[src/design/cantm_map.svh]
// register offsets, fields and reset values of the can timing block
`ifndef CANTM_MAP_SVH
`define CANTM_MAP_SVH
`define CANTM_OFF_ERRCNT 12'h000
`define CANTM_OFF_TIMING1 12'h004
`define CANTM_OFF_MBW2 12'h008
`define CANTM_OFF_MBW3 12'h00C
`define CANTM_OFF_ERRINJ 12'h010
`define CANTM_OFF_TQSTAT 12'h014
`define CANTM_SJW_HI 7
`define CANTM_SJW_LO 6
`define CANTM_BRP_HI 5
`define CANTM_BRP_LO 0
`define CANTM_EID_HI 15
`define CANTM_EID_LO 10
`define CANTM_RTR_BIT 9
`define CANTM_RB1_BIT 8
`define CANTM_RB0_BIT 4
`define CANTM_DLC_HI 3
`define CANTM_DLC_LO 0
`define CANTM_MBW2_MASK 16'hFE0F
`define CANTM_TIMING1_MASK 16'h00FF
`define CANTM_RESET16 16'h0000
`define CANTM_HTRANS_NONSEQ 2'h2
`define CANTM_HSIZE_WORD 3'h2
`endif

[src/design/cantm_pkg.sv]
// types shared by the can timing block
`default_nettype none
package cantm_pkg;
    typedef enum logic [1:0] {
        CANTM_IDLE = 2'h0,
        CANTM_DATA = 2'h1
    } cantm_phase_t;
endpackage : cantm_pkg
`default_nettype wire

[src/design/cantm_regs.sv]
// can error counters, bit timing and message buffer words behind ahb-lite
// Behaviour
// - read-only word, tx and rx error counts
// - jump width is field plus one quanta
// - quantum is two times prescaler plus one
// - upper timing byte reads zero, reset zero
// - word two low nibble holds length code
// - word three holds data bytes 0 and 1
//
// Chosen here: the register addresses and register access over AHB-Lite.
`timescale 1ns/1ps
`default_nettype none
`include "cantm_map.svh"
module cantm_regs
    import cantm_pkg::*;
#(
    parameter int CNT_W = 8,
    parameter int PRESC_W = 6
) (
    input wire logic i_sys_clk,
    input wire logic i_rstn,
    input wire logic i_hsel,
    input wire logic [11:0] i_haddr,
    input wire logic [1:0] i_htrans,
    input wire logic i_hwrite,
    input wire logic [2:0] i_hsize,
    input wire logic [31:0] i_hwdata,
    input wire logic i_hready,
    output logic [31:0] o_hrdata,
    output logic o_hreadyout,
    output logic o_hresp,
    input wire logic i_tx_err_inc,
    input wire logic i_rx_err_inc,
    input wire logic i_err_clear,
    input wire logic i_rx_wr,
    input wire logic [3:0] i_rx_dlc,
    input wire logic [7:0] i_rx_byte0,
    input wire logic [7:0] i_rx_byte1,
    output logic [2:0] o_sync_jump_width,
    output logic o_tq_pulse
);
    initial begin
        if (CNT_W != 8 || PRESC_W != 6) begin
            $error("cantm_regs: field widths are fixed by the word layout");
        end
    end

    typedef struct packed {
        cantm_phase_t phase;
        logic [11:0] addr;
        logic wr;
        logic [7:0] tx_error_counter;
        logic [7:0] rx_error_counter;
        logic [7:0] timing1;
        logic [15:0] mbw2;
        logic [15:0] mbw3;
        logic [31:0] rdata;
        logic [15:0] tq_count;
    } cantm_st_t;

    cantm_st_t st_r;
    cantm_st_t st_nxt;
    logic tq_pulse;

    function automatic logic [7:0] sat_inc(input logic [7:0] v);
        sat_inc = (v == 8'hFF) ? v : v + 8'h01;
    endfunction : sat_inc

    ////////////////////////////////////////////////////////////////////////
    cantm_tq_gen #(
        .PRESC_W(PRESC_W)
    ) u_tq (
        .i_sys_clk(i_sys_clk),
        .i_rstn(i_rstn),
        .i_presc(st_r.timing1[`CANTM_BRP_HI:`CANTM_BRP_LO]),
        .o_tq_pulse(tq_pulse)
    );

    ////////////////////////////////////////////////////////////////////////
    logic addr_ok;
    logic take;
    // only whole-word transfers are served; narrower ones are ignored
    assign take = i_hsel && i_hready && (i_htrans == `CANTM_HTRANS_NONSEQ) &&
        (i_hsize == `CANTM_HSIZE_WORD);

    always_comb begin
        st_nxt = st_r;
        addr_ok = 1'b0;
        if (tq_pulse) begin
            st_nxt.tq_count = st_r.tq_count + 16'h0001;
        end
        // counters saturate; engine events feed them
        if (i_err_clear) begin
            st_nxt.tx_error_counter = '0;
            st_nxt.rx_error_counter = '0;
        end else begin
            if (i_tx_err_inc) begin
                st_nxt.tx_error_counter = sat_inc(st_r.tx_error_counter);
            end
            if (i_rx_err_inc) begin
                st_nxt.rx_error_counter = sat_inc(st_r.rx_error_counter);
            end
        end
        // data phase write commits here
        if (st_r.phase == CANTM_DATA && st_r.wr) begin
            if (st_r.addr == `CANTM_OFF_TIMING1) begin
                // only the low byte is writable
                st_nxt.timing1 = i_hwdata[7:0];
            end else if (st_r.addr == `CANTM_OFF_MBW2) begin
                // reserved and unimplemented bits forced zero
                st_nxt.mbw2 = i_hwdata[15:0] & `CANTM_MBW2_MASK;
            end else if (st_r.addr == `CANTM_OFF_MBW3) begin
                st_nxt.mbw3 = i_hwdata[15:0];
            end
        end
        if (i_rx_wr) begin
            st_nxt.mbw2[`CANTM_DLC_HI:`CANTM_DLC_LO] = i_rx_dlc;
            // byte 0 low, byte 1 high
            st_nxt.mbw3 = {i_rx_byte1, i_rx_byte0};
        end
        st_nxt.phase = CANTM_IDLE;
        if (take) begin
            st_nxt.phase = CANTM_DATA;
            st_nxt.addr = i_haddr;
            st_nxt.wr = i_hwrite;
            st_nxt.rdata = '0;
            // reads see a write that commits on this same edge
            if (i_haddr == `CANTM_OFF_ERRCNT) begin
                // tx count high byte, rx count low
                st_nxt.rdata = {16'h0000, st_nxt.tx_error_counter,
                    st_nxt.rx_error_counter};
                addr_ok = 1'b1;
            end else if (i_haddr == `CANTM_OFF_TIMING1) begin
                st_nxt.rdata = {24'h000000, st_nxt.timing1};
                addr_ok = 1'b1;
            end else if (i_haddr == `CANTM_OFF_MBW2) begin
                st_nxt.rdata = {16'h0000, st_nxt.mbw2};
                addr_ok = 1'b1;
            end else if (i_haddr == `CANTM_OFF_MBW3) begin
                st_nxt.rdata = {16'h0000, st_nxt.mbw3};
                addr_ok = 1'b1;
            end else if (i_haddr == `CANTM_OFF_TQSTAT) begin
                st_nxt.rdata = {16'h0000, st_nxt.tq_count};
                addr_ok = 1'b1;
            end
        end
    end

    always_ff @(posedge i_sys_clk) begin
        if (!i_rstn) begin
            st_r.phase <= CANTM_IDLE;
            st_r.addr <= '0;
            st_r.wr <= 1'b0;
            st_r.tx_error_counter <= 8'h00;
            st_r.rx_error_counter <= 8'h00;
            st_r.timing1 <= 8'h00;
            st_r.mbw2 <= `CANTM_RESET16;
            st_r.mbw3 <= `CANTM_RESET16;
            st_r.rdata <= 32'h00000000;
            st_r.tq_count <= `CANTM_RESET16;
        end else begin
            st_r <= st_nxt;
        end
    end

    ////////////////////////////////////////////////////////////////////////
    assign o_hrdata = st_r.rdata;
    // zero wait states keep the slave trivial
    assign o_hreadyout = 1'b1;
    assign o_hresp = 1'b0;
    assign o_tq_pulse = tq_pulse;
    // width is field value plus one
    assign o_sync_jump_width = {1'b0, st_r.timing1[`CANTM_SJW_HI:`CANTM_SJW_LO]}
        + 3'h1;
endmodule : cantm_regs
`default_nettype wire

[src/design/cantm_tq_gen.sv]
// time quantum enable divider from the module clock
`timescale 1ns/1ps
`default_nettype none
`include "cantm_map.svh"
module cantm_tq_gen
    import cantm_pkg::*;
#(
    parameter int PRESC_W = 6
) (
    input wire logic i_sys_clk,
    input wire logic i_rstn,
    input wire logic [PRESC_W-1:0] i_presc,
    output logic o_tq_pulse
);
    initial begin
        if (PRESC_W < 1 || PRESC_W > 16) begin
            $error("cantm_tq_gen: bad PRESC_W");
        end
    end

    typedef struct packed {
        logic [PRESC_W:0] cnt;
        logic pulse;
    } cantm_tq_st_t;

    cantm_tq_st_t st_r;
    cantm_tq_st_t st_nxt;
    logic [PRESC_W:0] last;

    assign last = {i_presc, 1'b1};

    always_comb begin
        st_nxt = st_r;
        st_nxt.pulse = 1'b0;
        if (st_r.cnt >= last) begin
            st_nxt.cnt = '0;
            st_nxt.pulse = 1'b1;
        end else begin
            st_nxt.cnt = st_r.cnt + 1'b1;
        end
    end

    always_ff @(posedge i_sys_clk) begin
        if (!i_rstn) begin
            st_r <= '0;
        end else begin
            st_r <= st_nxt;
        end
    end

    assign o_tq_pulse = st_r.pulse;
endmodule : cantm_tq_gen
`default_nettype wire

[config.mk]
export PLATFORM = sky130hd
export DESIGN_NAME = cantm_regs
export DESIGN_NICKNAME = d
export VERILOG_FILES = /design/src/design/cantm_pkg.sv /design/src/design/cantm_regs.sv /design/src/design/cantm_tq_gen.sv
export VERILOG_INCLUDE_DIRS = /design/src /design/src/design
export SDC_FILE = /design/constraint.sdc
export NUM_CORES = 1
export LEC_CHECK = 0
export BUFFER_PORTS_ARGS = -buffer_cell sky130_fd_sc_hd__buf_2
export CAP_MARGIN = 0
export CORE_UTILIZATION = 50
export CTS_CLUSTER_DIAMETER = 150
export CTS_CLUSTER_SIZE = 8
export DETAILED_ROUTE_END_ITERATION = 8
export GPL_ROUTABILITY_DRIVEN = 0
export PLACE_DENSITY = 0.74
export SYNTH_ARGS = -nofsm -noshare
export SYNTH_HDL_FRONTEND = slang
export SYNTH_HIERARCHICAL = 1
export SYNTH_SLANG_ARGS = --single-unit
[constraint.sdc]
create_clock -name i_sys_clk -period 5.65 [get_ports i_sys_clk]
set_input_delay 1.13 -clock i_sys_clk [delete_from_list [all_inputs] [get_ports i_sys_clk]]
set_output_delay 1.13 -clock i_sys_clk [all_outputs]
set_load 0.05 [all_outputs]
Yosys cells after proc, flatten, opt, wreduce, memory -nomap -nowiden

Index checks and enable logic that the tools add are counted.

Register bits after elaboration: 127
Input port bits: 78
Word-level logic and storage cells: 57

Add/subtract/negate cells: 5
$lt $le $gt $ge: 1
Eq/ne operators: 12
Mux-type cells: 20
Bitwise logic cells: 1
Reduce and logical (&&, ||, !) cells: 6

Operators with widths:

| kind                                                                    | count |
|---|---|
| 16-bit 2-to-1 mux                                                       | 10 |
| 12-bit by 4-bit equality test with 1-bit output (second input constant) | 4 |
| 40-bit 2-to-1 mux                                                       | 1 |
| 8-bit 2-to-1 mux                                                        | 5 |
| 32-bit 2-to-1 mux                                                       | 1 |
| 12-bit by 3-bit equality test with 1-bit output (second input constant) | 2 |
| 20-bit 2-to-1 mux                                                       | 1 |
| 16-bit by 1-bit adder with 16-bit output (second input constant)        | 1 |
| 8-bit by 1-bit adder with 8-bit output (second input constant)          | 2 |
| 8-bit equality test (second input constant)                             | 2 |
| 14-bit 2-to-1 mux                                                       | 1 |
| 12-bit by 5-bit equality test with 1-bit output (second input constant) | 1 |
| 12-bit zero test                                                        | 1 |
| 7-bit by 1-bit adder with 7-bit output (second input constant)          | 1 |
| 7-bit >= comparator                                                     | 1 |
| 1-bit logical AND                                                       | 4 |
| 2-bit by 1-bit adder with 3-bit output (second input constant)          | 1 |
| 3-bit by 2-bit equality test with 1-bit output (second input constant)  | 1 |
| 2-bit by 1-bit equality test with 1-bit output (second input constant)  | 1 |
| 2-bit equality test (second input constant)                             | 1 |
| 2-bit OR reduction                                                      | 1 |
| 1-bit 2-to-1 mux                                                        | 1 |
| 1-bit inverter                                                          | 1 |

Depth between registers and ports, before layout

Depth after elaboration: 10
Gate-level depth with buffers: 8
Mapped depth without buffers: 7

By module

The synthesis kept the hierarchy.

Modules (own cells, without submodules):

| module       | instances | cells an instance | area each (µm²) |
|---|---|---|---|
| cantm_regs   | 1         | 635               | 5,322.6 |
| cantm_tq_gen | 1         | 50                | 464.2 |

Worst setup path after synthesis

OpenSTA, ideal clock, no wires.

Path kind: input to register
Start: input port i_haddr[7]
End: register st_r (netlist bit o_hrdata[4])
Arrival: 2.941 ns
Data required time: 5.563 ns
Path slack: 2.622 ns
Cell stages on the path: 6
Path buffers: 1
Path through: nor4_1 -> nand3_2 -> or3_1 -> clkbuf_1 -> o31a_1 -> o31ai_1

Longest elaborated chain between the ends: 6
Elaborated cells between the ends (all ways): 10
Those cells by class: eq/ne (4); mux (5); reduce/logical (1)

Ends and longest elaborated chain:

| item                                                             | RTL line          | text |
|---|---|---|
| start, declared                                                  | cantm_regs.sv:23  | `input wire logic [11:0] i_haddr,` |
| 12-bit by 5-bit equality test with 1-bit output (no source line) | -                 |  |
| 16-bit 2-to-1 mux                                                | cantm_regs.sv:142 | `` end else if (i_haddr == `CANTM_OFF_TQSTAT) begin `` |
| 16-bit 2-to-1 mux                                                | cantm_regs.sv:139 | `` end else if (i_haddr == `CANTM_OFF_MBW3) begin `` |
| 16-bit 2-to-1 mux                                                | cantm_regs.sv:136 | `` end else if (i_haddr == `CANTM_OFF_MBW2) begin `` |
| 16-bit 2-to-1 mux                                                | cantm_regs.sv:133 | `` end else if (i_haddr == `CANTM_OFF_TIMING1) begin `` |
| 16-bit 2-to-1 mux (*)                                            | cantm_regs.sv:128 | `` if (i_haddr == `CANTM_OFF_ERRCNT) begin `` |
| end signal, assigned                                             | cantm_regs.sv:162 | `st_r <= st_nxt;` |
| end, declared                                                    | cantm_regs.sv:61  | `cantm_st_t st_r;` |

Every way passes the cells marked *; elsewhere a longest branch is shown, timed or not.
A chain may end at the register's enable or synchronous reset.

Final worst setup path

Start: input port i_haddr[7]
End: register st_r (netlist bit o_hrdata[11])

Same word-level chain as after synthesis.

==> metrics.md <==
| Metric | Value |
|---|---|
| Status | complete, no violations |
| Vias | 5278 |
| Diode count | 0 |
| Chip width | 110 um |
| Critical path startpoint | i_haddr[7] |
| Yosys top cell area share | 38.1% |
| Reg-to-Reg End | o_hrdata[6] |
| Vias per cell | 6.05 |
| Least-Margin Pin Slew | around 1100 ps |
| Clock Latency Late Sink | 350 ps |
| Layout area overhead | 10.2% |
| Chip height | approximately 110 um |
| Fill count | roughly 1000 |
| CTS resizes | 0 |
| Netlist Area Pre-Place | 5790 um^2 |
| First-pass DRT Iterations | 6 |
| Asr flop ratio synth | 0% |
| Initial Utilization | 52.2% |
| CTS clk-pin slew, worst paths | 70 ps |
| Post-Route WL | 15600 um |
| Root Driver | clkbuf_16 |
| CP arrival | approximately 4000 ps |
| CP required | just under 6000 ps |
| First-pass GRT wire length | 24500 um |
| Final net count | approximately 820 |
| Synth cell types | 70 |
| Unrepaired setup endpoints after global routing | no |
| Post-CTS Setup Repair Bufs | 0 |
| Tcrit/Tclk final | approximately two thirds |
| Critical Path Source Type | input port |
| Ys flop type | dfxtp_1 |
| Final Critical Period | approximately 3800 ps |
| Post-synthesis sequential area ratio | 38.1% |
| Drt drc | 0 |
| Endpoints failing hold | 0 |
| DR WL/cell | 17.8 um |
| Post-Route Setup TNS | 0 ps |
| # clock sinks | 110 |
| Total track usage | 26.8% |
| Inst Count DP | 856 |
| Worst Path Max Fanout | 10 |
| Row count | 38 |
| CTS H-tree lvls | 3 |
| R2R depth | 5 |
| Syn Inst Count | 685 |
| Core area | approximately 11000 um^2 |
| Leak | around 2.6 nW |
| Num CTS Buffers | 9 |
| R2R setup slack | between 2000 and 3000 ps |
| Largest area contributor in the netlist | dfxtp_1 |
| Pwr Density | approximately 270 nW/um^2 |
| Crit path capture | o_hrdata[11] |
| Max-slew violation count | 0 |
| CTS tree | built |
| Clock Tree Buf Depth | 2 |
| CTS Hold Bufs | 0 |
| Top cells by area, synth | dfxtp_1, mux2i_1, a21oi_1 |
| Final antenna-violating net count | 0 |
| Crit end category | flop |
| Worst-case clock skew | 10.7 ps |
| Synthesis Warnings | 6 |
| Overall power | 1.73 mW |
| Crit Path Category | input port to flop |
| Initial antenna violation count | 0 |
| Total I/O pin count | between 100 and 150 |
| DR iter-0 viols | around 410 |
| Setup slack at placement | 1540 ps |
| Ratio of cells with drive above 1 in the final layout | 17.1% |
| Fin util | a little under three fifths |
| Synthesis-stage register bit count | 110 |
| Maxcap violations | 0 |
| Post-synth EDFFs | 0 |
| Avg Synthesized Cell Area | 8.45 um^2 |
| Final Worst Setup Slack | about 1900 ps |
| Hold crit path type | flop to flop |
| Relative slew slack | around 29% |
| Final HPWL DP | 11300 um |
| Overflow after GRT | 0 |
| RR Startpoint | st_r[105] |
| Fmax | around 0.27 GHz |
| Finish-stage setup viols | 0 |
| # port buffers | 81 |
| Pin count of the biggest net entering global routing | 55 |
| Fin cells | 872 |
| Most common cell in the netlist | dfxtp_1 |
| Commonest cells post-synth | dfxtp_1, nor2_1, a21oi_1 |
| Vias in the first global route | 4892 |
| Maximum VDD drop | roughly 180 uV |
| Die area | 12000 um^2 |
per-stage QoR:
stage                     instance area, um^2  hold WS, ps
after floorplan                          5850          440
after global placement                   6060          454
after detailed placement                 6060          466
after CTS                                6380          476
after global routing                     6380          489
final                                    6380          474
state kept, by name, summed over array words and instances, names as in the netlist:
signal and flops:
u_tq/o_tq_pulse 1, o_hrdata 16, u_tq/st_r 7, st_r 86
routing by layer:
metal	share of wire, %	track usage [%]	vias to the layer above
met5	0	0	-
met4	3.0	11.1	0
met3	7.6	4.68	41
met2	46	43.2	244
met1	44	35.4	2498
li1	-	-	2495
power by group:
part	leakage [nW]	switching (mW)	internal (mW)
clock	0.150	0.284	0.402
combinational	1.54	0.138	0.0772
sequential	0.892	0.0266	0.802
cells in the final DEF, fill, tap and decap left out, types with 7 or more instances in the layout:
| cell | synthesis | layout |
|---|---|---|
| and3_1 | 11 | 11 |
| a211oi_1 | 15 | 15 |
| a21oi_1 | 58 | 58 |
| nand2b_1 | 7 | 7 |
| mux2_2 | 7 | 7 |
| o211ai_1 | 14 | 14 |
| ha_1 | 11 | 11 |
| nand3_1 | 11 | 11 |
| buf_2 | 1 | 81 |
| xor2_1 | 12 | 12 |
| inv_1 | 14 | 14 |
| nor3_1 | 29 | 29 |
| xnor2_1 | 10 | 10 |
| dfxtp_1 | 110 | 110 |
| and2_1 | 19 | 19 |
| nand2_1 | 52 | 52 |
| nor2_1 | 75 | 75 |
| conb_1 | 2 | 18 |
| mux2i_1 | 31 | 31 |
| clkbuf_16 | 0 | 9 |
| nor4_1 | 9 | 9 |
| o21ai_0 | 27 | 27 |
| nand4_1 | 16 | 16 |
cells by family (layout without fill, tap and decap cells):
| logic type | count (synthesis) | in the layout | share of synthesized area (%) |
|---|---|---|---|
| and+or+nand+nor | 260 | 260 | 23.2 |
| xor gates and xnor gates | 22 | 22 | 3.33 |
| adders and majority gates | 11 | 11 | 2.38 |
| other | 2 | 18 | 0.130 |
| buffers and inverters | 86 | 117 | 7.93 |
| muxes | 39 | 39 | 6.98 |
| AOI/OAI and AO/OA | 155 | 155 | 18.0 |
| DFF | 110 | 110 | 38.1 |
how the worst min path moves through the flow:
stage	startpoint	endpoint	slack, ps	depth (start not counted)
global route	st_r[68]	st_r[68]	490	1
floorplan	st_r[104]	st_r[104]	440	2
global placement	st_r[111]	st_r[111]	450	2
finish	st_r[105]	st_r[105]	470	2
CTS	st_r[105]	st_r[105]	480	2
detailed placement	st_r[105]	st_r[105]	470	2
cell type report:
type	count	area [um^2]	share of cell area (%)
Sequential cell	110	2200	34.5
Timing Repair Buffer	85	435	6.83
Tap cell	140	175	2.75
Clock inverter	3	67.6	1.06
Clock buffer	13	250	3.92
Multi-Input combinational cell	505	3190	50.0
Inverter	16	60.1	0.942
critical path: stages:
cell      delay (ps)
buf_2            110
nor4_1           770
nand3_2          330
nor3_1           890
o211ai_1         200
a21oi_1          380
o221a_2          250
No activity file was read; power rests on OpenSTA's default activity.
